File: config.mk
export PLATFORM = sky130hd
export DESIGN_NAME = sbst_tap
export DESIGN_NICKNAME = d
export VERILOG_FILES = /design/src/pkg/sbst_pkg.sv /design/src/logic/sbst_sync.sv /design/src/logic/sbst_tap.sv
export SDC_FILE = /design/constraint.sdc
export NUM_CORES = 1
export LEC_CHECK = 0
export BUFFER_PORTS_ARGS = -buffer_cell sky130_fd_sc_hd__buf_2
export CELL_PAD_IN_SITES_DETAIL_PLACEMENT = 0
export CELL_PAD_IN_SITES_GLOBAL_PLACEMENT = 1
export CORE_UTILIZATION = 30
export DETAILED_ROUTE_END_ITERATION = 6
export HOLD_SLACK_MARGIN = 0.15
export PLACE_DENSITY = 0.55
export SETUP_SLACK_MARGIN = 0.1
export SLEW_MARGIN = 10
export SYNTH_ARGS = -nofsm -noshare
export SYNTH_HDL_FRONTEND = slang
export SYNTH_SLANG_ARGS = --single-unit
File: constraint.sdc
create_clock -name pclk -period 2.2 [get_ports pclk]
set_input_delay 0.66 -clock pclk [delete_from_list [all_inputs] [get_ports pclk]]
set_output_delay 0.66 -clock pclk [all_outputs]
set_load 0.05 [all_outputs]
File: src/pkg/sbst_pkg.sv
// sbst_pkg: constants, types and register map of the scan test port block
package sbst_pkg;

    // scan register sizes
    localparam int unsigned IR_W = 3;
    localparam int unsigned ID_W = 32;
    localparam int unsigned PIN_W = 108;
    localparam int unsigned BSR_W = 109;
    localparam int unsigned FLOAT_CELL = 108;
    localparam int unsigned JTAG_W = 3;

    // instruction encodings
    localparam logic [2:0] IR_EXTEST = 3'h0;
    localparam logic [2:0] IR_IDCODE = 3'h1;
    localparam logic [2:0] IR_SAMPLE_Z = 3'h2;
    localparam logic [2:0] IR_SAMPLE_PRELOAD = 3'h4;
    localparam logic [2:0] IR_BYPASS = 3'h7;
    // pattern loaded into the instruction shift stage at capture
    localparam logic [2:0] IR_CAPTURE_PAT = 3'h1;

    // reset values
    localparam logic FLOAT_CELL_RST = 1'h1;
    localparam logic BYPASS_CAPTURE = 1'h0;

    // apb register byte offsets
    localparam logic [7:0] REG_STATUS = 8'h00;
    localparam logic [7:0] REG_CTRL = 8'h04;
    localparam logic [7:0] REG_IDCODE = 8'h08;
    localparam logic [7:0] REG_BSR0 = 8'h10;
    localparam logic [7:0] REG_BSR3 = 8'h1C;
    localparam int unsigned BSR_WORDS = 4;
    localparam int unsigned BSR_PAD = 19;
    localparam int unsigned WORD_W = 32;
    localparam int unsigned WORD_IDX_LSB = 2;

    // control register fields
    localparam int unsigned CTRL_SOFT_RST_BIT = 0;
    localparam int unsigned CTRL_DRIVE_BIT = 1;
    localparam logic CTRL_DRIVE_RST = 1'h0;

    // tap controller states
    typedef enum logic [3:0] {
        TLR, RTI, SEL_DR, CAP_DR, SHF_DR, EX1_DR, PAU_DR, EX2_DR, UPD_DR,
        SEL_IR, CAP_IR, SHF_IR, EX1_IR, PAU_IR, EX2_IR, UPD_IR
    } sbst_tap_state_type;

    // serial test pins from the external controller
    typedef struct packed {
        logic tck;
        logic tms;
        logic tdi;
    } sbst_jtag_in_type;

    // status word as software reads it
    typedef struct packed {
        logic [19:0] zero;
        logic tdo_oe;
        logic pin_drive;
        logic q_oe;
        logic float_cell;
        logic [3:0] tap_state;
        logic zero_ir;
        logic [2:0] ir;
    } sbst_status_type;

endpackage

File: src/logic/sbst_sync.sv
// sbst_sync: two-flop synchroniser for a bundle of asynchronous levels
`timescale 1ns/100ps
`default_nettype none
module sbst_sync #(
    parameter int unsigned WIDTH = 1
) (
    // clock and reset
    input wire logic pclk,
    input wire logic presetn,
    // levels
    input wire logic [WIDTH-1:0] async_in,
    output logic [WIDTH-1:0] sync_out
);
    logic [WIDTH-1:0] meta_ff;
    logic [WIDTH-1:0] stable_ff;

    // first stage feeds only the second stage
    always_ff @(posedge pclk or negedge presetn) begin
        if (!presetn) begin
            meta_ff <= '0;
            stable_ff <= '0;
        end else begin
            meta_ff <= async_in;
            stable_ff <= meta_ff;
        end
    end

    assign sync_out = stable_ff;
endmodule
`default_nettype wire

File: src/logic/sbst_tap.sv
// sbst_tap: boundary-scan test access port with apb status and control
`timescale 1ns/100ps
`default_nettype none
// Functional notes
// RQ1: capture fixed 32-bit id under idcode
// RQ2: id is constant, shifted out in shift-dr
// RQ3: three-bit instruction register, five functional codes
// RQ4: controller never loads reserved codes
// RQ5: shift-ir shifts through instruction register
// RQ6: new instruction effective only at update-ir
// RQ7: idcode selected at power-up and reset state
// RQ8: sample-z puts boundary register in chain
// RQ9: sample-z floats data bus until replaced
// RQ10: sample/preload captures all pins at capture-dr
// RQ11: test clock at most 20 MHz; the bench controller runs a 48 ns period, about 20.8 MHz
// RQ12: transitioning pins may capture any value
// RQ13: controller keeps pins stable around capture
// RQ14: captured boundary data shifts out in shift-dr
// RQ15: preload latches pattern onto cell outputs
// RQ16: shift-in and shift-out happen together
// RQ17: bypass puts one-bit register in chain
// RQ18: extest drives preloaded values onto pins
// RQ19: cell 108 latched at update-dr gates bus
// RQ20: one enables data drivers, zero floats them
// RQ21: float cell writable under sample/preload or extest
// RQ22: float cell preset to one at reset
// RQ23: capture-ir loads 01 into low bits
// RQ24: sample on tck rise, tdo on fall
// RQ25: instruction codes 000,001,010,100,111; rest reserved
// RQ26: serial in at msb, out at lsb
// RQ27: standard sixteen-state controller driven by tms
module sbst_tap #(
    parameter logic [31:0] IDCODE_VALUE = 32'h0ABC_D001, // arbitrary value, bit 0 marks id presence
    parameter int unsigned ADDR_W = 12
) (
    // system clock and reset
    input wire logic pclk,
    input wire logic presetn,
    // apb slave
    input wire logic psel,
    input wire logic penable,
    input wire logic pwrite,
    input wire logic [ADDR_W-1:0] paddr,
    input wire logic [31:0] pwdata,
    input wire logic [3:0] pstrb,
    output logic [31:0] prdata,
    output logic pready,
    output logic pslverr,
    // serial test pins
    input wire sbst_pkg::sbst_jtag_in_type jtag_in,
    output logic tdo,
    output logic tdo_oe,
    // memory pins seen and driven by the boundary cells
    input wire logic [sbst_pkg::PIN_W-1:0] pin_sense,
    output logic [sbst_pkg::PIN_W-1:0] pin_drive_val,
    output logic pin_drive_en,
    output logic q_bus_oe
);
    // synchronised pins
    logic [sbst_pkg::JTAG_W+sbst_pkg::PIN_W-1:0] sync_vec;
    sbst_pkg::sbst_jtag_in_type jtag_s;
    logic [sbst_pkg::PIN_W-1:0] pin_s;
    logic tck_prev_ff;
    logic tck_rise;
    logic tck_fall;

    // tap state
    sbst_pkg::sbst_tap_state_type state_ff;
    sbst_pkg::sbst_tap_state_type nxt_state;
    logic [sbst_pkg::IR_W-1:0] ir_shift_ff;
    logic [sbst_pkg::IR_W-1:0] ir_ff;
    logic bypass_ff;
    logic [sbst_pkg::ID_W-1:0] id_shift_ff;
    logic [sbst_pkg::BSR_W-1:0] bsr_shift_ff;
    logic [sbst_pkg::BSR_W-1:0] bsr_upd_ff;
    logic tdo_ff;
    logic tdo_oe_ff;
    logic nxt_tdo;
    logic pin_drive_en_ff;
    logic q_bus_oe_ff;
    logic nxt_q_bus_oe;
    logic bsr_selected;

    // apb state
    logic ctrl_drive_ff;
    logic soft_rst_ff;
    logic [31:0] prdata_ff;
    logic pready_ff;
    logic pslverr_ff;
    logic [31:0] nxt_rdata;
    logic nxt_err;
    logic apb_access;
    logic apb_write;
    logic [7:0] reg_addr;
    sbst_pkg::sbst_status_type status;

    // standard tap state transition on one tms sample
    function automatic sbst_pkg::sbst_tap_state_type tap_next(
        input sbst_pkg::sbst_tap_state_type cur,
        input logic tms
    );
        sbst_pkg::sbst_tap_state_type nxt;
        nxt = cur;
        unique case (cur)
            sbst_pkg::TLR: nxt = tms ? sbst_pkg::TLR : sbst_pkg::RTI;
            sbst_pkg::RTI: nxt = tms ? sbst_pkg::SEL_DR : sbst_pkg::RTI;
            sbst_pkg::SEL_DR: nxt = tms ? sbst_pkg::SEL_IR : sbst_pkg::CAP_DR;
            sbst_pkg::CAP_DR: nxt = tms ? sbst_pkg::EX1_DR : sbst_pkg::SHF_DR;
            sbst_pkg::SHF_DR: nxt = tms ? sbst_pkg::EX1_DR : sbst_pkg::SHF_DR;
            sbst_pkg::EX1_DR: nxt = tms ? sbst_pkg::UPD_DR : sbst_pkg::PAU_DR;
            sbst_pkg::PAU_DR: nxt = tms ? sbst_pkg::EX2_DR : sbst_pkg::PAU_DR;
            sbst_pkg::EX2_DR: nxt = tms ? sbst_pkg::UPD_DR : sbst_pkg::SHF_DR;
            sbst_pkg::UPD_DR: nxt = tms ? sbst_pkg::SEL_DR : sbst_pkg::RTI;
            sbst_pkg::SEL_IR: nxt = tms ? sbst_pkg::TLR : sbst_pkg::CAP_IR;
            sbst_pkg::CAP_IR: nxt = tms ? sbst_pkg::EX1_IR : sbst_pkg::SHF_IR;
            sbst_pkg::SHF_IR: nxt = tms ? sbst_pkg::EX1_IR : sbst_pkg::SHF_IR;
            sbst_pkg::EX1_IR: nxt = tms ? sbst_pkg::UPD_IR : sbst_pkg::PAU_IR;
            sbst_pkg::PAU_IR: nxt = tms ? sbst_pkg::EX2_IR : sbst_pkg::PAU_IR;
            sbst_pkg::EX2_IR: nxt = tms ? sbst_pkg::UPD_IR : sbst_pkg::SHF_IR;
            sbst_pkg::UPD_IR: nxt = tms ? sbst_pkg::SEL_DR : sbst_pkg::RTI;
        endcase
        return nxt;
    endfunction

    // true when the instruction routes the boundary register
    function automatic logic uses_bsr(input logic [sbst_pkg::IR_W-1:0] code);
        return (code == sbst_pkg::IR_EXTEST) || (code == sbst_pkg::IR_SAMPLE_Z)
            || (code == sbst_pkg::IR_SAMPLE_PRELOAD); // RQ25
    endfunction

    // one word of the latched boundary stage, upper bits zero
    function automatic logic [31:0] bsr_word(
        input logic [sbst_pkg::BSR_W-1:0] vec,
        input logic [1:0] idx
    );
        logic [sbst_pkg::BSR_W+sbst_pkg::BSR_PAD-1:0] padded;
        padded = {{sbst_pkg::BSR_PAD{1'b0}}, vec};
        return padded[idx*sbst_pkg::WORD_W +: sbst_pkg::WORD_W];
    endfunction

    // test pins and memory pins are asynchronous to pclk
    sbst_sync #(
        .WIDTH(sbst_pkg::JTAG_W + sbst_pkg::PIN_W)
    ) u_sync (
        .pclk(pclk),
        .presetn(presetn),
        .async_in({jtag_in, pin_sense}),
        .sync_out(sync_vec)
    );

    assign jtag_s = sync_vec[sbst_pkg::JTAG_W+sbst_pkg::PIN_W-1:sbst_pkg::PIN_W];
    assign pin_s = sync_vec[sbst_pkg::PIN_W-1:0];

    // test clock edge detection on the synchronised level
    always_ff @(posedge pclk or negedge presetn) begin
        if (!presetn) begin
            tck_prev_ff <= 1'b0;
        end else begin
            tck_prev_ff <= jtag_s.tck;
        end
    end

    assign tck_rise = jtag_s.tck & ~tck_prev_ff; // RQ24
    assign tck_fall = ~jtag_s.tck & tck_prev_ff; // RQ24

    // controller state, advanced by tms at each test clock rise
    always_comb begin
        nxt_state = state_ff;
        if (soft_rst_ff) begin
            nxt_state = sbst_pkg::TLR;
        end else if (tck_rise) begin
            nxt_state = tap_next(state_ff, jtag_s.tms); // RQ27
        end
    end

    always_ff @(posedge pclk or negedge presetn) begin
        if (!presetn) begin
            state_ff <= sbst_pkg::TLR;
        end else begin
            state_ff <= nxt_state;
        end
    end

    // instruction shift stage and current instruction
    always_ff @(posedge pclk or negedge presetn) begin
        if (!presetn) begin
            ir_shift_ff <= sbst_pkg::IR_CAPTURE_PAT;
            ir_ff <= sbst_pkg::IR_IDCODE; // RQ7
        end else if (state_ff == sbst_pkg::TLR) begin
            ir_ff <= sbst_pkg::IR_IDCODE; // RQ7
        end else if (tck_rise) begin
            unique case (state_ff)
                sbst_pkg::CAP_IR: ir_shift_ff <= sbst_pkg::IR_CAPTURE_PAT; // RQ23
                sbst_pkg::SHF_IR: ir_shift_ff <= {jtag_s.tdi, ir_shift_ff[sbst_pkg::IR_W-1:1]}; // RQ5 RQ26
                sbst_pkg::UPD_IR: ir_ff <= ir_shift_ff; // RQ6 RQ3
                default: ir_shift_ff <= ir_shift_ff;
            endcase
        end
    end

    // bypass and identification data registers
    always_ff @(posedge pclk or negedge presetn) begin
        if (!presetn) begin
            bypass_ff <= sbst_pkg::BYPASS_CAPTURE;
            id_shift_ff <= IDCODE_VALUE;
        end else if (tck_rise) begin
            if (state_ff == sbst_pkg::CAP_DR) begin
                bypass_ff <= sbst_pkg::BYPASS_CAPTURE;
                if (ir_ff == sbst_pkg::IR_IDCODE) begin
                    id_shift_ff <= IDCODE_VALUE; // RQ1 RQ2
                end
            end else if (state_ff == sbst_pkg::SHF_DR) begin
                bypass_ff <= jtag_s.tdi; // RQ17
                if (ir_ff == sbst_pkg::IR_IDCODE) begin
                    id_shift_ff <= {jtag_s.tdi, id_shift_ff[sbst_pkg::ID_W-1:1]}; // RQ2 RQ26
                end
            end
        end
    end

    // boundary shift stage: capture pins, shift through tdi/tdo
    // a pin moving near the capture edge may be caught either way
    always_ff @(posedge pclk or negedge presetn) begin
        if (!presetn) begin
            bsr_shift_ff <= '0;
        end else if (tck_rise && uses_bsr(ir_ff)) begin
            if (state_ff == sbst_pkg::CAP_DR) begin
                bsr_shift_ff <= {bsr_upd_ff[sbst_pkg::FLOAT_CELL], pin_s}; // RQ10 RQ12
            end else if (state_ff == sbst_pkg::SHF_DR) begin
                bsr_shift_ff <= {jtag_s.tdi, bsr_shift_ff[sbst_pkg::BSR_W-1:1]}; // RQ8 RQ14 RQ16 RQ21
            end
        end
    end

    // boundary latched stage, with the float cell preset in reset state
    always_ff @(posedge pclk or negedge presetn) begin
        if (!presetn) begin
            bsr_upd_ff <= '0;
            bsr_upd_ff[sbst_pkg::FLOAT_CELL] <= sbst_pkg::FLOAT_CELL_RST; // RQ22
        end else if (state_ff == sbst_pkg::TLR) begin
            bsr_upd_ff[sbst_pkg::FLOAT_CELL] <= sbst_pkg::FLOAT_CELL_RST; // RQ22
        end else if (tck_rise && state_ff == sbst_pkg::UPD_DR && uses_bsr(ir_ff)) begin
            bsr_upd_ff <= bsr_shift_ff; // RQ15 RQ19
        end
    end

    // serial output source for the current path
    assign bsr_selected = uses_bsr(ir_ff);
    always_comb begin
        nxt_tdo = bypass_ff;
        if (state_ff == sbst_pkg::SHF_IR) begin
            nxt_tdo = ir_shift_ff[0]; // RQ5
        end else if (ir_ff == sbst_pkg::IR_IDCODE) begin
            nxt_tdo = id_shift_ff[0]; // RQ2
        end else if (bsr_selected) begin
            nxt_tdo = bsr_shift_ff[0]; // RQ14
        end
    end

    // tdo changes only on the falling test clock edge
    always_ff @(posedge pclk or negedge presetn) begin
        if (!presetn) begin
            tdo_ff <= 1'b0;
            tdo_oe_ff <= 1'b0;
        end else if (tck_fall) begin
            tdo_ff <= nxt_tdo; // RQ24
            tdo_oe_ff <= (state_ff == sbst_pkg::SHF_IR) || (state_ff == sbst_pkg::SHF_DR);
        end
    end

    // output data bus enable: sample-z floats, extest obeys the float cell
    always_comb begin
        nxt_q_bus_oe = ctrl_drive_ff;
        if (ir_ff == sbst_pkg::IR_SAMPLE_Z) begin
            nxt_q_bus_oe = 1'b0; // RQ9
        end else if (ir_ff == sbst_pkg::IR_EXTEST) begin
            nxt_q_bus_oe = bsr_upd_ff[sbst_pkg::FLOAT_CELL]; // RQ19 RQ20
        end
    end

    // pin drive stage registered so outputs come from flops
    always_ff @(posedge pclk or negedge presetn) begin
        if (!presetn) begin
            q_bus_oe_ff <= 1'b0;
            pin_drive_en_ff <= 1'b0;
        end else begin
            q_bus_oe_ff <= nxt_q_bus_oe;
            pin_drive_en_ff <= (ir_ff == sbst_pkg::IR_EXTEST); // RQ18
        end
    end

    // apb decode
    assign apb_access = psel & penable & ~pready_ff;
    assign apb_write = psel & penable & pready_ff & pwrite & ~pslverr_ff;
    assign reg_addr = paddr[7:0];

    // status view of the tap
    always_comb begin
        status = '0;
        status.ir = ir_ff;
        status.tap_state = state_ff;
        status.float_cell = bsr_upd_ff[sbst_pkg::FLOAT_CELL];
        status.q_oe = q_bus_oe_ff;
        status.pin_drive = pin_drive_en_ff;
        status.tdo_oe = tdo_oe_ff;
    end

    // read mux; upper address bits must be zero for a hit
    always_comb begin
        nxt_rdata = '0;
        nxt_err = 1'b0;
        if (paddr[ADDR_W-1:8] != '0) begin
            nxt_err = 1'b1;
        end else if (reg_addr == sbst_pkg::REG_STATUS) begin
            nxt_rdata = status;
            nxt_err = pwrite;
        end else if (reg_addr == sbst_pkg::REG_CTRL) begin
            nxt_rdata[sbst_pkg::CTRL_DRIVE_BIT] = ctrl_drive_ff;
        end else if (reg_addr == sbst_pkg::REG_IDCODE) begin
            nxt_rdata = IDCODE_VALUE;
            nxt_err = pwrite;
        end else if (reg_addr >= sbst_pkg::REG_BSR0 && reg_addr <= sbst_pkg::REG_BSR3
            && reg_addr[1:0] == 2'h0) begin
            nxt_rdata = bsr_word(bsr_upd_ff, reg_addr[sbst_pkg::WORD_IDX_LSB +: 2]);
            nxt_err = pwrite;
        end else begin
            nxt_err = 1'b1;
        end
    end

    // one wait state: answer on the second access cycle
    always_ff @(posedge pclk or negedge presetn) begin
        if (!presetn) begin
            pready_ff <= 1'b0;
            pslverr_ff <= 1'b0;
            prdata_ff <= '0;
        end else begin
            pready_ff <= apb_access;
            pslverr_ff <= apb_access & nxt_err;
            prdata_ff <= (apb_access && !pwrite) ? nxt_rdata : '0;
        end
    end

    // control register; soft reset is a self-clearing pulse
    always_ff @(posedge pclk or negedge presetn) begin
        if (!presetn) begin
            ctrl_drive_ff <= sbst_pkg::CTRL_DRIVE_RST;
            soft_rst_ff <= 1'b0;
        end else begin
            soft_rst_ff <= 1'b0;
            if (apb_write && reg_addr == sbst_pkg::REG_CTRL && pstrb[0]) begin
                ctrl_drive_ff <= pwdata[sbst_pkg::CTRL_DRIVE_BIT];
                soft_rst_ff <= pwdata[sbst_pkg::CTRL_SOFT_RST_BIT];
            end
        end
    end

    // outputs
    assign prdata = prdata_ff;
    assign pready = pready_ff;
    assign pslverr = pslverr_ff;
    assign tdo = tdo_ff;
    assign tdo_oe = tdo_oe_ff;
    assign pin_drive_val = bsr_upd_ff[sbst_pkg::PIN_W-1:0]; // RQ18
    assign pin_drive_en = pin_drive_en_ff;
    assign q_bus_oe = q_bus_oe_ff; // RQ9 RQ20
endmodule
`default_nettype wire

==> flow_summary_export.csv, run 1 <==
group,metric,value,unit
cells_and_area,drive_gt1_share,32.71,%
yosys,synth.net_count,1646,
place,place.port_buffers,276,
cells_and_area,final_cell_count_no_fill,2719,
place,dp.final_hpwl,37040,um
global_routing,grt_first_pass_wirelength,80990,um
critical_path,timing.critical_path.max_delay_family,"flip-flops",
critical_path,startpoint,"bsr_upd_ff[0]",
clocking,tritoncts_clock_tree,"yes",
timing,setup_viol_count_final,0,
global_routing,grt_remaining_overflow,0,
floorplanning,dieHeight,258.4,um
critical_path,slowest_stage,"sky130_fd_sc_hd__dfrtp_1",
clocking,clock_sink_count,524,
critical_path,worst-endpoint-arrival,1.41,ns
yosys,post_synth_fa_ha_maj_area_fraction,0.05074,%
yosys,synth.yosys.seq_area_share,66.55,%
global_routing,grt_pass1_vias,12650,
clocking,worstSkewPairLatency,0.62,ns
timing,fmaxAchievable,482.9,MHz
floorplanning,placeableCoreArea,64700,um^2
routing,drcViolationCount,0,
critical_path,worstReg2RegStart,"state_ff[2]",
global_routing,largest_net_degree_at_the_start_of_global_routing,67,
critical_path,path_buf_inv,1,
timing,setup_ws,0.1291,ns
floorplanning,initial_core_util,30.49,%
routing,drt-pass1-iter-count,5,
cells_and_area,multi_input_area,5339,um^2
critical_path,crit_chain,"buf_2",
place,placement.setup.worst_slack,-0.08066,ns
clocking,cts.htree.levels,2,
routing,post_drt_wl_per_cell,19.45,um
run_status,status,"finished, final reports clean",
cells_and_area,nets,1980,
clocking,tritoncts.num_buffers,58,
yosys,post_synth_and_or_nand_nor_area_fraction,6.120,%
place,place_congestion,0.7855,
yosys,synth-edff-count,0,
yosys,mapped_avg_cell_area,13.31,um^2
routing,via_count,12170,
yosys,synth_xor_xnor_area_share,0.04439,%
floorplanning,chipWidth,258.4,um
job,maxCapViolations,0,
timing,tightest_slew,0.5258,ns
yosys,muxShareOfSynthArea,14.36,%
place,placed_cells_incl_taps,2501,
critical_path,crit_path_max_incr_delay,0.49,ns
critical_path,cp_max_fo,3,
worst_hold_path,worst_hold_startpoint,"jtag_in[0]",
yosys,netlist_area,19730,um^2
routing,drt-initial-drc-count,732,
yosys,synth_top_family_by_area,"multiplexers",
floorplanning,rows,93,
worst_hold_path,min-delay-path-class,"input pin to flop",
timing,timing_hold_violations_final,0,
timing,worst_clock_skew,0.01894,ns
floorplanning,count_of_pins_on_the_block_boundary,310,
power,totalPowerFinal,0.02318,W
timing,finalCriticalPeriod,2.071,ns
yosys,cell_count_after_synthesis,1482,
yosys,postSynth.asyncResetShare,100.0,%
global_routing,initial_antenna_violation_count,7,
timing,max_slew_violation_total_from_the_final_report,0,
yosys,yosys_most_used_dff,"sky130_fd_sc_hd__dfrtp_1",
clocking,cts-root-buf,"sky130_fd_sc_hd__clkbuf_16",
clocking,clk_pin_slew_worst_paths,0.06,ns
clocking,clk_path_buf_depth,3,
yosys,synth_compound_gate_area_share,6.361,%
routing,routed_via_density,4.474,
yosys,ys_ff_latch,524,
timing,unrepaired_setup_endpoints_after_global_routing,"false",
yosys,yosys_warnings,0,
cells_and_area,sequential_cell_area,13130,um^2
timing,slew-limit-headroom,64.95,%
cells_and_area,final.fill_count,6224,
critical_path,timing.setup.critical_path_class,"flop to primary output",
power,peakVddDrop,0.0005633,V
critical_path,worst-endpoint-required,1.54,ns
cells_and_area,design_area,25220,um^2
global_routing,grt_use_total,16.06,%
timing,min_period_over_period,94.13,%
routing,ant_nets,0,
yosys,synth_cell_type_count,51,
power,total_leakage_power,11.73,nW
cells_and_area,area_delta_synth_final,27.82,%
place,postPlaceCellArea,21970,um^2
floorplanning,dieArea,66790,um^2
critical_path,cp-end-kind,"primary output",
routing,routed_wirelength,52880,um
critical_path,cp-start-kind,"flop",
power,p_per_area,919.2,nW/um^2
layout by cell type, fill, tap and decap left out, types with 4 or more instances in the layout:
master and n:
sky130_fd_sc_hd__a211oi_1 4, sky130_fd_sc_hd__a21oi_1 33, sky130_fd_sc_hd__a22o_1 9, sky130_fd_sc_hd__a31oi_1 4, sky130_fd_sc_hd__and3_1 5, sky130_fd_sc_hd__buf_12 31
sky130_fd_sc_hd__buf_2 266, sky130_fd_sc_hd__buf_4 58, sky130_fd_sc_hd__bufinv_16 8, sky130_fd_sc_hd__clkbuf_1 5, sky130_fd_sc_hd__clkbuf_16 59, sky130_fd_sc_hd__clkbuf_8 19
sky130_fd_sc_hd__clkinv_2 6, sky130_fd_sc_hd__dfrtp_1 507, sky130_fd_sc_hd__dfstp_2 14, sky130_fd_sc_hd__dlygate4sd3_1 110, sky130_fd_sc_hd__inv_1 9, sky130_fd_sc_hd__mux2_2 111
sky130_fd_sc_hd__mux2i_1 129, sky130_fd_sc_hd__mux4_2 13, sky130_fd_sc_hd__nand2_1 182, sky130_fd_sc_hd__nand2b_1 4, sky130_fd_sc_hd__nand3_1 10, sky130_fd_sc_hd__nor2_1 43
sky130_fd_sc_hd__nor2b_1 7, sky130_fd_sc_hd__nor3b_1 4, sky130_fd_sc_hd__nor4_1 4, sky130_fd_sc_hd__o21ai_0 150, sky130_fd_sc_hd__o2bb2ai_1 9
state kept, by name (all words and copies together) (netlist names), 3 cells and up:
register,count
ir_shift_ff,3
state_ff,4
bsr_shift_ff,109
id_shift_ff,32
ir_ff,3
prdata,32
u_sync.sync_out,111
bsr_upd_ff,109
u_sync.meta_ff,111
metal layers:
layer	global-route usage, %	up-vias	wire (um)
li1	-	5622	-
met1	23.37	6181	25550
met2	24.17	266	23660
met3	3.179	87	2350
met4	4.652	10	1267
met5	0	-	55
synth_stat cells (all sizes together), types with 2 or more instances:
cell / number / area share (%)
nor2b: 8 / 0.25
o2bb2ai: 9 / 0.40
or4: 2 / 0.095
mux2i: 129 / 6.5
nand2b: 4 / 0.13
o211a: 2 / 0.10
nor3b: 5 / 0.25
a32oi: 2 / 0.089
nand3b: 2 / 0.076
mux4: 13 / 1.5
dfrtp: 510 / 65
a22o: 9 / 0.40
mux2: 111 / 6.3
clkbuf: 35 / 0.68
a211oi: 4 / 0.15
a21oi: 33 / 0.84
nor3: 4 / 0.13
dfstp: 14 / 1.9
o211ai: 3 / 0.11
nand2: 182 / 3.5
a31oi: 4 / 0.13
nand4: 2 / 0.063
o21ai: 150 / 3.8
buf: 159 / 5.7
nand3: 10 / 0.25
inv: 9 / 0.17
and3: 5 / 0.16
nor4: 5 / 0.23
nor2: 43 / 0.82
where the power goes:
| part | switching (W) | internal [W] |
|---|---|---|
| sequential | 0.000252 | 0.0101 |
| combinational | 0.00126 | 0.00102 |
| clock | 0.00405 | 0.00648 |
| total | 0.00556 | 0.0176 |
final cells by class:
type | instances | area share (%)
Tap cell | 855 | 4.242
Sequential cell | 524 | 52.08
Inverter | 9 | 0.1340
Clock buffer | 83 | 6.966
Antenna cell | 2 | 0.01985
Clock inverter | 23 | 1.429
Timing Repair Buffer | 468 | 13.95
Multi-Input combinational cell | 755 | 21.17
cells by family (layout without fill, tap and decap cells):
kind of cell               after synthesis  count (layout)
buffers and inverters                  203             583
adders and majority gates                1               1
muxes                                  253             253
DFF                                    524             524
AOI/OAI and AO/OA                      223             223
xor gates and xnor gates                 1               1
and+or+nand+nor                        277             277
other                                    0               2
path summary, 6_finish.rpt:
kind | slack, ns | to | cells after the start
max | 0.13 | pin_drive_val[0] | 1
min | 0.19 | u_sync.meta_ff[108] | 1
max reg2reg | 0.31 | bsr_shift_ff[51] | 5
min reg2reg | 0.34 | u_sync.sync_out[31] | 0
max in group asynchronous | 0.87 | bsr_upd_ff[9] | 3
min in group asynchronous | 0.61 | ir_ff[1] | 2
through the flow:
stage,setup TNS [ns],hold WS [ns],util [%]
after floorplan,0,0.3312,-
after global placement,-0.5820,0.3333,33.95
after detailed placement,-1.049,0.3347,33.95
after CTS,0,0.1500,38.92
after global routing,0,0.1553,38.98
final,0,0.1899,38.98
what timing repair did:
action	4_1_cts	5_1_grt
hold buffers	108	2
pin swaps	0	0
buffers inserted	0	0
gates resized for setup	7	5
endpoints found under the hold margin	126	2
endpoints found under the setup margin	7	5
Note: power is estimated with default switching activity, not from simulation.
==> inputs of run 2 (changes only) <==
--- a/config.mk
+++ b/config.mk
@@ -8,10 +8,11 @@
 export BUFFER_PORTS_ARGS = -buffer_cell sky130_fd_sc_hd__buf_2
 export CELL_PAD_IN_SITES_DETAIL_PLACEMENT = 0
 export CELL_PAD_IN_SITES_GLOBAL_PLACEMENT = 1
-export CORE_UTILIZATION = 30
+export CORE_MARGIN = 1
+export CORE_UTILIZATION = 46
 export DETAILED_ROUTE_END_ITERATION = 6
 export HOLD_SLACK_MARGIN = 0.15
-export PLACE_DENSITY = 0.55
+export PLACE_DENSITY = 0.78
 export SETUP_SLACK_MARGIN = 0.1
 export SLEW_MARGIN = 10
 export SYNTH_ARGS = -nofsm -noshare
==> constraint.sdc (replaced) <==
create_clock -name pclk -period 2.2 [get_ports pclk]
set_input_delay 0.66 -clock pclk [delete_from_list [all_inputs] [get_ports pclk]]
set_output_delay 0.66 -clock pclk [all_outputs]
set_load 0.01 [all_outputs]
==> run 2 against run 1 <==
Net effect: non-clock buffer count down 30; count of clock-buffer cells in the layout shrank 6; largest cell class unchanged; fmax increased by 4.0%; critical path type unchanged; critical path depth stayed put; critical endpoint is now pin_drive_val[66].
==> flow_summary_export.csv, run 2 (synthesis gave the netlist of run 1 again) <==
group,metric,value,unit
run_status,status,"finished, final reports clean",
worst_hold_path,min-delay-path-class,"input pin to flop",
critical_path,path_buf_inv,1,
global_routing,largest_net_degree_at_the_start_of_global_routing,75,
clocking,cts.htree.levels,2,
global_routing,grt_remaining_overflow,0,
critical_path,timing.setup.critical_path_class,"flop to primary output",
cells_and_area,most-common-layout-cells,"sky130_fd_sc_hd__dfrtp_1 (509), sky130_fd_sc_hd__buf_2 (275), sky130_fd_sc_hd__nand2_1 (182)",
timing,timing_hold_violations_final,0,
place,placed_cells_incl_taps,2172,
critical_path,cp_max_fo,3,
floorplanning,dieHeight,209.1,um
routing,drcViolationCount,0,
critical_path,startpoint,"bsr_upd_ff[66]",
floorplanning,count_of_pins_on_the_block_boundary,310,
routing,routed_via_density,5.107,
clocking,cts_post_setup_buffers_inserted,0,
timing,unrepaired_setup_endpoints_after_global_routing,"false",
critical_path,setup.reg_to_reg.worst_slack,0.24,ns
critical_path,critical_path.reg2reg.endpoint,"bsr_shift_ff[24]",
routing,drt-initial-drc-count,761,
critical_path,worst-endpoint-arrival,1.33,ns
place,place_congestion,0.8777,
clocking,tritoncts.num_buffers,53,
routing,drt-pass1-iter-count,5,
routing,routed_wirelength,46620,um
place,place.port_buffers,276,
place,dp.final_hpwl,32050,um
timing,hold_ws,0.1757,ns
clocking,clk_pin_slew_worst_paths,0.06,ns
clocking,worstSkewPairLatency,0.61,ns
global_routing,grt_first_pass_wirelength,72370,um
timing,timing.setup.tns,0,ns
critical_path,cp-start-kind,"flop",
floorplanning,rows,75,
cells_and_area,area_delta_synth_final,22.56,%
global_routing,grt_pass1_vias,12380,
timing,setup_viol_count_final,0,
cells_and_area,fin_util,57.39,%
critical_path,critical_path_cell_count,1,
timing,fmaxAchievable,502.0,MHz
clocking,clk_path_buf_depth,3,
cells_and_area,sequential_cell_area,13130,um^2
job,maxCapViolations,0,
global_routing,initial_antenna_violation_count,7,
clocking,clock_sink_count,524,
global_routing,grt_use_total,21.85,%
power,total_leakage_power,11.45,nW
power,peakVddDrop,0.0006032,V
cells_and_area,mostFrequentLayoutCell,"sky130_fd_sc_hd__dfrtp_1",
floorplanning,initial_core_util,46.82,%
clocking,cts-root-buf,"sky130_fd_sc_hd__clkbuf_16",
routing,ant_nets,0,
timing,worst_clock_skew,0.02272,ns
cells_and_area,final.fill_count,3402,
floorplanning,chipWidth,209.1,um
routing,post_drt_wl_per_cell,19.70,um
critical_path,worstReg2RegStart,"state_ff[0]",
timing,max_slew_violation_total_from_the_final_report,0,
clocking,tritoncts_clock_tree,"yes",
critical_path,worst-endpoint-required,1.54,ns
routing,via_count,12090,
power,p_per_area,900.3,nW/um^2
critical_path,cp-end-kind,"primary output",
critical_path,timing.critical_path.max_delay_family,"flip-flops",
floorplanning,placeableCoreArea,42130,um^2
critical_path,slowest_stage,"sky130_fd_sc_hd__dfrtp_1",
cells_and_area,drive_gt1_share,31.69,%
power,totalPowerFinal,0.02177,W
cells_and_area,multi_input_area,5336,um^2
timing,min_period_over_period,90.55,%
cells_and_area,nets,1945,
critical_path,crit_chain,"buf_2",
critical_path,setup.worst_path.end,"pin_drive_val[66]",
critical_path,r2r_cells,6,
timing,finalCriticalPeriod,1.992,ns
floorplanning,dieArea,43720,um^2
critical_path,crit_path_max_incr_delay,0.52,ns
timing,slew-limit-headroom,58.85,%
timing,tightest_slew,0.6117,ns
cells_and_area,final_cell_count_no_fill,2367,
[run 2: worst register-to-register path, cell delays in order, from the launching register on]
cell and delay (ns):
sky130_fd_sc_hd__dfrtp_2 0.50, sky130_fd_sc_hd__and3b_1 0.26, sky130_fd_sc_hd__o211ai_1 0.24, sky130_fd_sc_hd__bufbuf_16 0.41, sky130_fd_sc_hd__buf_12 0.25, sky130_fd_sc_hd__nand2_1 0.10, sky130_fd_sc_hd__o21ai_0 0.10
[run 2: per-stage QoR]
| stage | worst slack (ns) | cell area [um^2] |
|---|---|---|
| finish | 0.2079 | 24180 |
| global route | 0.1449 | 24180 |
| CTS | 0.1947 | 24160 |
| detailed placement | -0.1166 | 21400 |
| global placement | -0.08836 | 21400 |
| floorplan | 0.2305 | 19730 |
[run 2: power by group]
part	switching (W)	internal [W]	leakage [nW]
Combinational	0.00117	0.000953	3.81
Clock	0.00381	0.00547	0.901
Sequential	0.000256	0.0101	6.74
[run 2: timing repair]
action,CTS,global route
endpoints found under the hold margin,114,0
hold buffers,93,0
gates resized for setup,0,2
endpoints found under the setup margin,0,3
[run 2: final cells by class]
cell class              instances  area share, %
well taps                     539          2.789
repair buffers                438          13.09
clock buffers                  77          6.354
inverters                       9         0.1397
multi-input cells             755          22.07
diodes                          4        0.04139
flip-flops and latches        524          54.30
clock inverters                21          1.211
[run 2: worst min path at each step]
stage,from,to,slack (ns),depth (start not counted)
detailed placement,u_sync.meta_ff[33],u_sync.sync_out[33],0.33,0
global placement,u_sync.meta_ff[60],u_sync.sync_out[60],0.33,0
finish,pin_sense[33],u_sync.meta_ff[33],0.18,1
global route,pin_sense[3],u_sync.meta_ff[3],0.15,1
floorplan,u_sync.meta_ff[0],u_sync.sync_out[0],0.33,0
CTS,pin_sense[93],u_sync.meta_ff[93],0.15,1
[run 2: metal layers]
metal / GRT usage (%) / vias up / part of all wire (%)
li1: - / 5542 / -
met1: 31.30 / 6135 / 45
met2: 33.34 / 319 / 47
met3: 3.832 / 88 / 4.8
met4: 8.494 / 4 / 3.1
met5: 0 / - / 0.045
==> inputs of run 3 (changes only) <==
--- a/config.mk
+++ b/config.mk
@@ -8,6 +8,7 @@
 export BUFFER_PORTS_ARGS = -buffer_cell sky130_fd_sc_hd__buf_2
 export CELL_PAD_IN_SITES_DETAIL_PLACEMENT = 0
 export CELL_PAD_IN_SITES_GLOBAL_PLACEMENT = 1
+export CORE_ASPECT_RATIO = 1.4
 export CORE_MARGIN = 1
 export CORE_UTILIZATION = 46
 export DETAILED_ROUTE_END_ITERATION = 6
==> run 3 against run 2 <==
Net effect: sequential share of layout area is 2.1 points higher; first-iteration DRC count fell by 21%; die area is essentially flat; highest routed layer unchanged; cell area decreased by 3.7%; via count decreased by 4.1%; clock skew rose by 0.0038 ns; sequential power about the same; non-clock buffer count down 79; register-to-register slack about the same; critical path type is now flop to flop; utilization down 2.2 points.
==> flow_summary_export.csv, run 3 (synthesis gave the netlist of run 1 again) <==
group,metric,value,unit
timing,slew-limit-headroom,64.97,%
routing,routed_wirelength,45650,um
routing,post_drt_wl_per_cell,19.99,um
critical_path,cp-start-kind,"flop",
clocking,clk_path_buf_depth,3,
routing,ant_nets,0,
floorplanning,placeableCoreArea,42200,um^2
clocking,clock_sink_count,524,
critical_path,timing.setup.critical_path_class,"flop to flop",
timing,fmaxAchievable,508.0,MHz
critical_path,slowest_stage,"sky130_fd_sc_hd__dfrtp_1",
floorplanning,initial_core_util,46.75,%
floorplanning,rows,89,
power,p_per_area,920.2,nW/um^2
cells_and_area,area_delta_synth_final,18.03,%
place,place.port_buffers,276,
cells_and_area,drive_gt1_share,33.12,%
timing,min_period_over_period,89.47,%
clocking,tritoncts.num_buffers,49,
clocking,worstSkewPairLatency,0.59,ns
global_routing,initial_antenna_violation_count,3,
routing,drt-initial-drc-count,602,
floorplanning,dieHeight,247.0,um
place,placement.setup.worst_slack,-0.07673,ns
clocking,tritoncts_clock_tree,"yes",
timing,setup_ws,0.2317,ns
routing,drt-pass1-iter-count,5,
critical_path,worst-endpoint-arrival,2.42,ns
timing,max_slew_violation_total_from_the_final_report,0,
floorplanning,count_of_pins_on_the_block_boundary,310,
critical_path,crit_path_max_incr_delay,0.56,ns
timing,tightest_slew,0.5255,ns
global_routing,grt_first_pass_wirelength,69350,um
cells_and_area,most-common-layout-cells,"sky130_fd_sc_hd__dfrtp_1 (509), sky130_fd_sc_hd__buf_2 (275), sky130_fd_sc_hd__nand2_1 (182)",
global_routing,grt_use_total,21.29,%
power,peakVddDrop,0.0006693,V
global_routing,grt_pass1_vias,11960,
critical_path,cp-end-kind,"flop",
routing,via_count,11590,
critical_path,cp_max_fo,75,
floorplanning,dieArea,43730,um^2
timing,worst_clock_skew,0.02648,ns
worst_hold_path,min-delay-path-class,"input pin to flop",
run_status,status,"finished, final reports clean",
timing,timing_hold_violations_final,0,
cells_and_area,nets,1862,
global_routing,grt_remaining_overflow,0,
routing,routed_via_density,5.075,
floorplanning,chipWidth,177.0,um
cells_and_area,mostFrequentLayoutCell,"sky130_fd_sc_hd__dfrtp_1",
job,maxCapViolations,0,
clocking,cts.htree.levels,2,
global_routing,largest_net_degree_at_the_start_of_global_routing,100,
clocking,cts-root-buf,"sky130_fd_sc_hd__clkbuf_16",
clocking,clk_pin_slew_worst_paths,0.07,ns
place,dp.final_hpwl,32100,um
routing,drcViolationCount,0,
power,total_leakage_power,11.04,nW
critical_path,crit_chain,"nor2b_2 -> nand4_1 -> buf_12 -> mux2_2",
timing,finalCriticalPeriod,1.968,ns
timing,unrepaired_setup_endpoints_after_global_routing,"false",
timing,setup_viol_count_final,0,
critical_path,worst-endpoint-required,2.65,ns
place,place_congestion,0.8394,
cells_and_area,fin_util,55.17,%
[run 3: cell type report]
| class | instances | area, um^2 |
|---|---|---|
| antenna | 2 | 5.005 |
| inverter | 9 | 33.78 |
| tap | 546 | 683.2 |
| timing repair buffer | 359 | 2355 |
| sequential | 524 | 13130 |
| clock inverter | 22 | 322.8 |
| clock buffer | 67 | 1414 |
| fill | 3487 | 18920 |
| multi-input combinational | 755 | 5341 |
[run 3: worst paths after layout]
path / from / to / slack [ns] / depth (start not counted)
worst max register to register: state_ff[3] / bsr_upd_ff[20] / 0.23 / 4
min in group asynchronous: presetn / u_sync.sync_out[72] / 0.50 / 2
worst min register to register: u_sync.meta_ff[65] / u_sync.sync_out[65] / 0.34 / 0
worst max-delay path: state_ff[3] / bsr_upd_ff[20] / 0.23 / 4
worst min-delay path: pin_sense[82] / u_sync.meta_ff[82] / 0.17 / 1
max in group asynchronous: presetn / u_sync.sync_out[42] / 0.91 / 4
[run 3: per-stage QoR]
stage	cells	hold WS (ns)	area [um^2]	TNS (ns)	total power [W]
2_1_floorplan	1482	0.3312	19730	0	0.01166
3_3_place_gp	2176	0.3317	21370	-0.4621	0.01256
3_5_place_dp	2176	0.3347	21370	-0.8404	0.01261
4_1_cts	2275	0.1500	23210	0	0.02167
5_1_grt	2283	0.1502	23280	0	0.02231
6_report	2284	0.1746	23290	0	0.02143
[run 3: power breakdown]
group	switching [W]	internal [W]	leakage [nW]	total (W)
sequential	0.000279	0.0101	6.74	0.0104
combinational	0.00111	0.000944	3.45	0.00205
clock	0.00366	0.00534	0.851	0.00899
total	0.00504	0.0164	11.0	0.0214
[run 3: timing repair]
action                                 CTS  global route
buffers inserted                         1             0
setup endpoints to repair                6            65
hold buffers                             9             7
resized for setup                        0             2
pin swaps                                1             0
endpoints found under the hold margin   23             7
[run 3: worst max-delay path, delay by kind of cell (launching register included)]
| family | cells | cell delay (ns) |
|---|---|---|
| AND/OR/NAND/NOR | 2 | 0.55 |
| flip-flops | 1 | 0.56 |
| buffers and inverters | 1 | 0.27 |
| multiplexers | 1 | 0.36 |
[run 3: metal layers]
metal,wire [um],vias to the layer above,global-route usage [%]
met5,13,-,0
met4,1542,2,8.240
met3,2398,74,4.244
met2,23520,281,36.74
met1,18170,5839,26.12
li1,-,5396,-
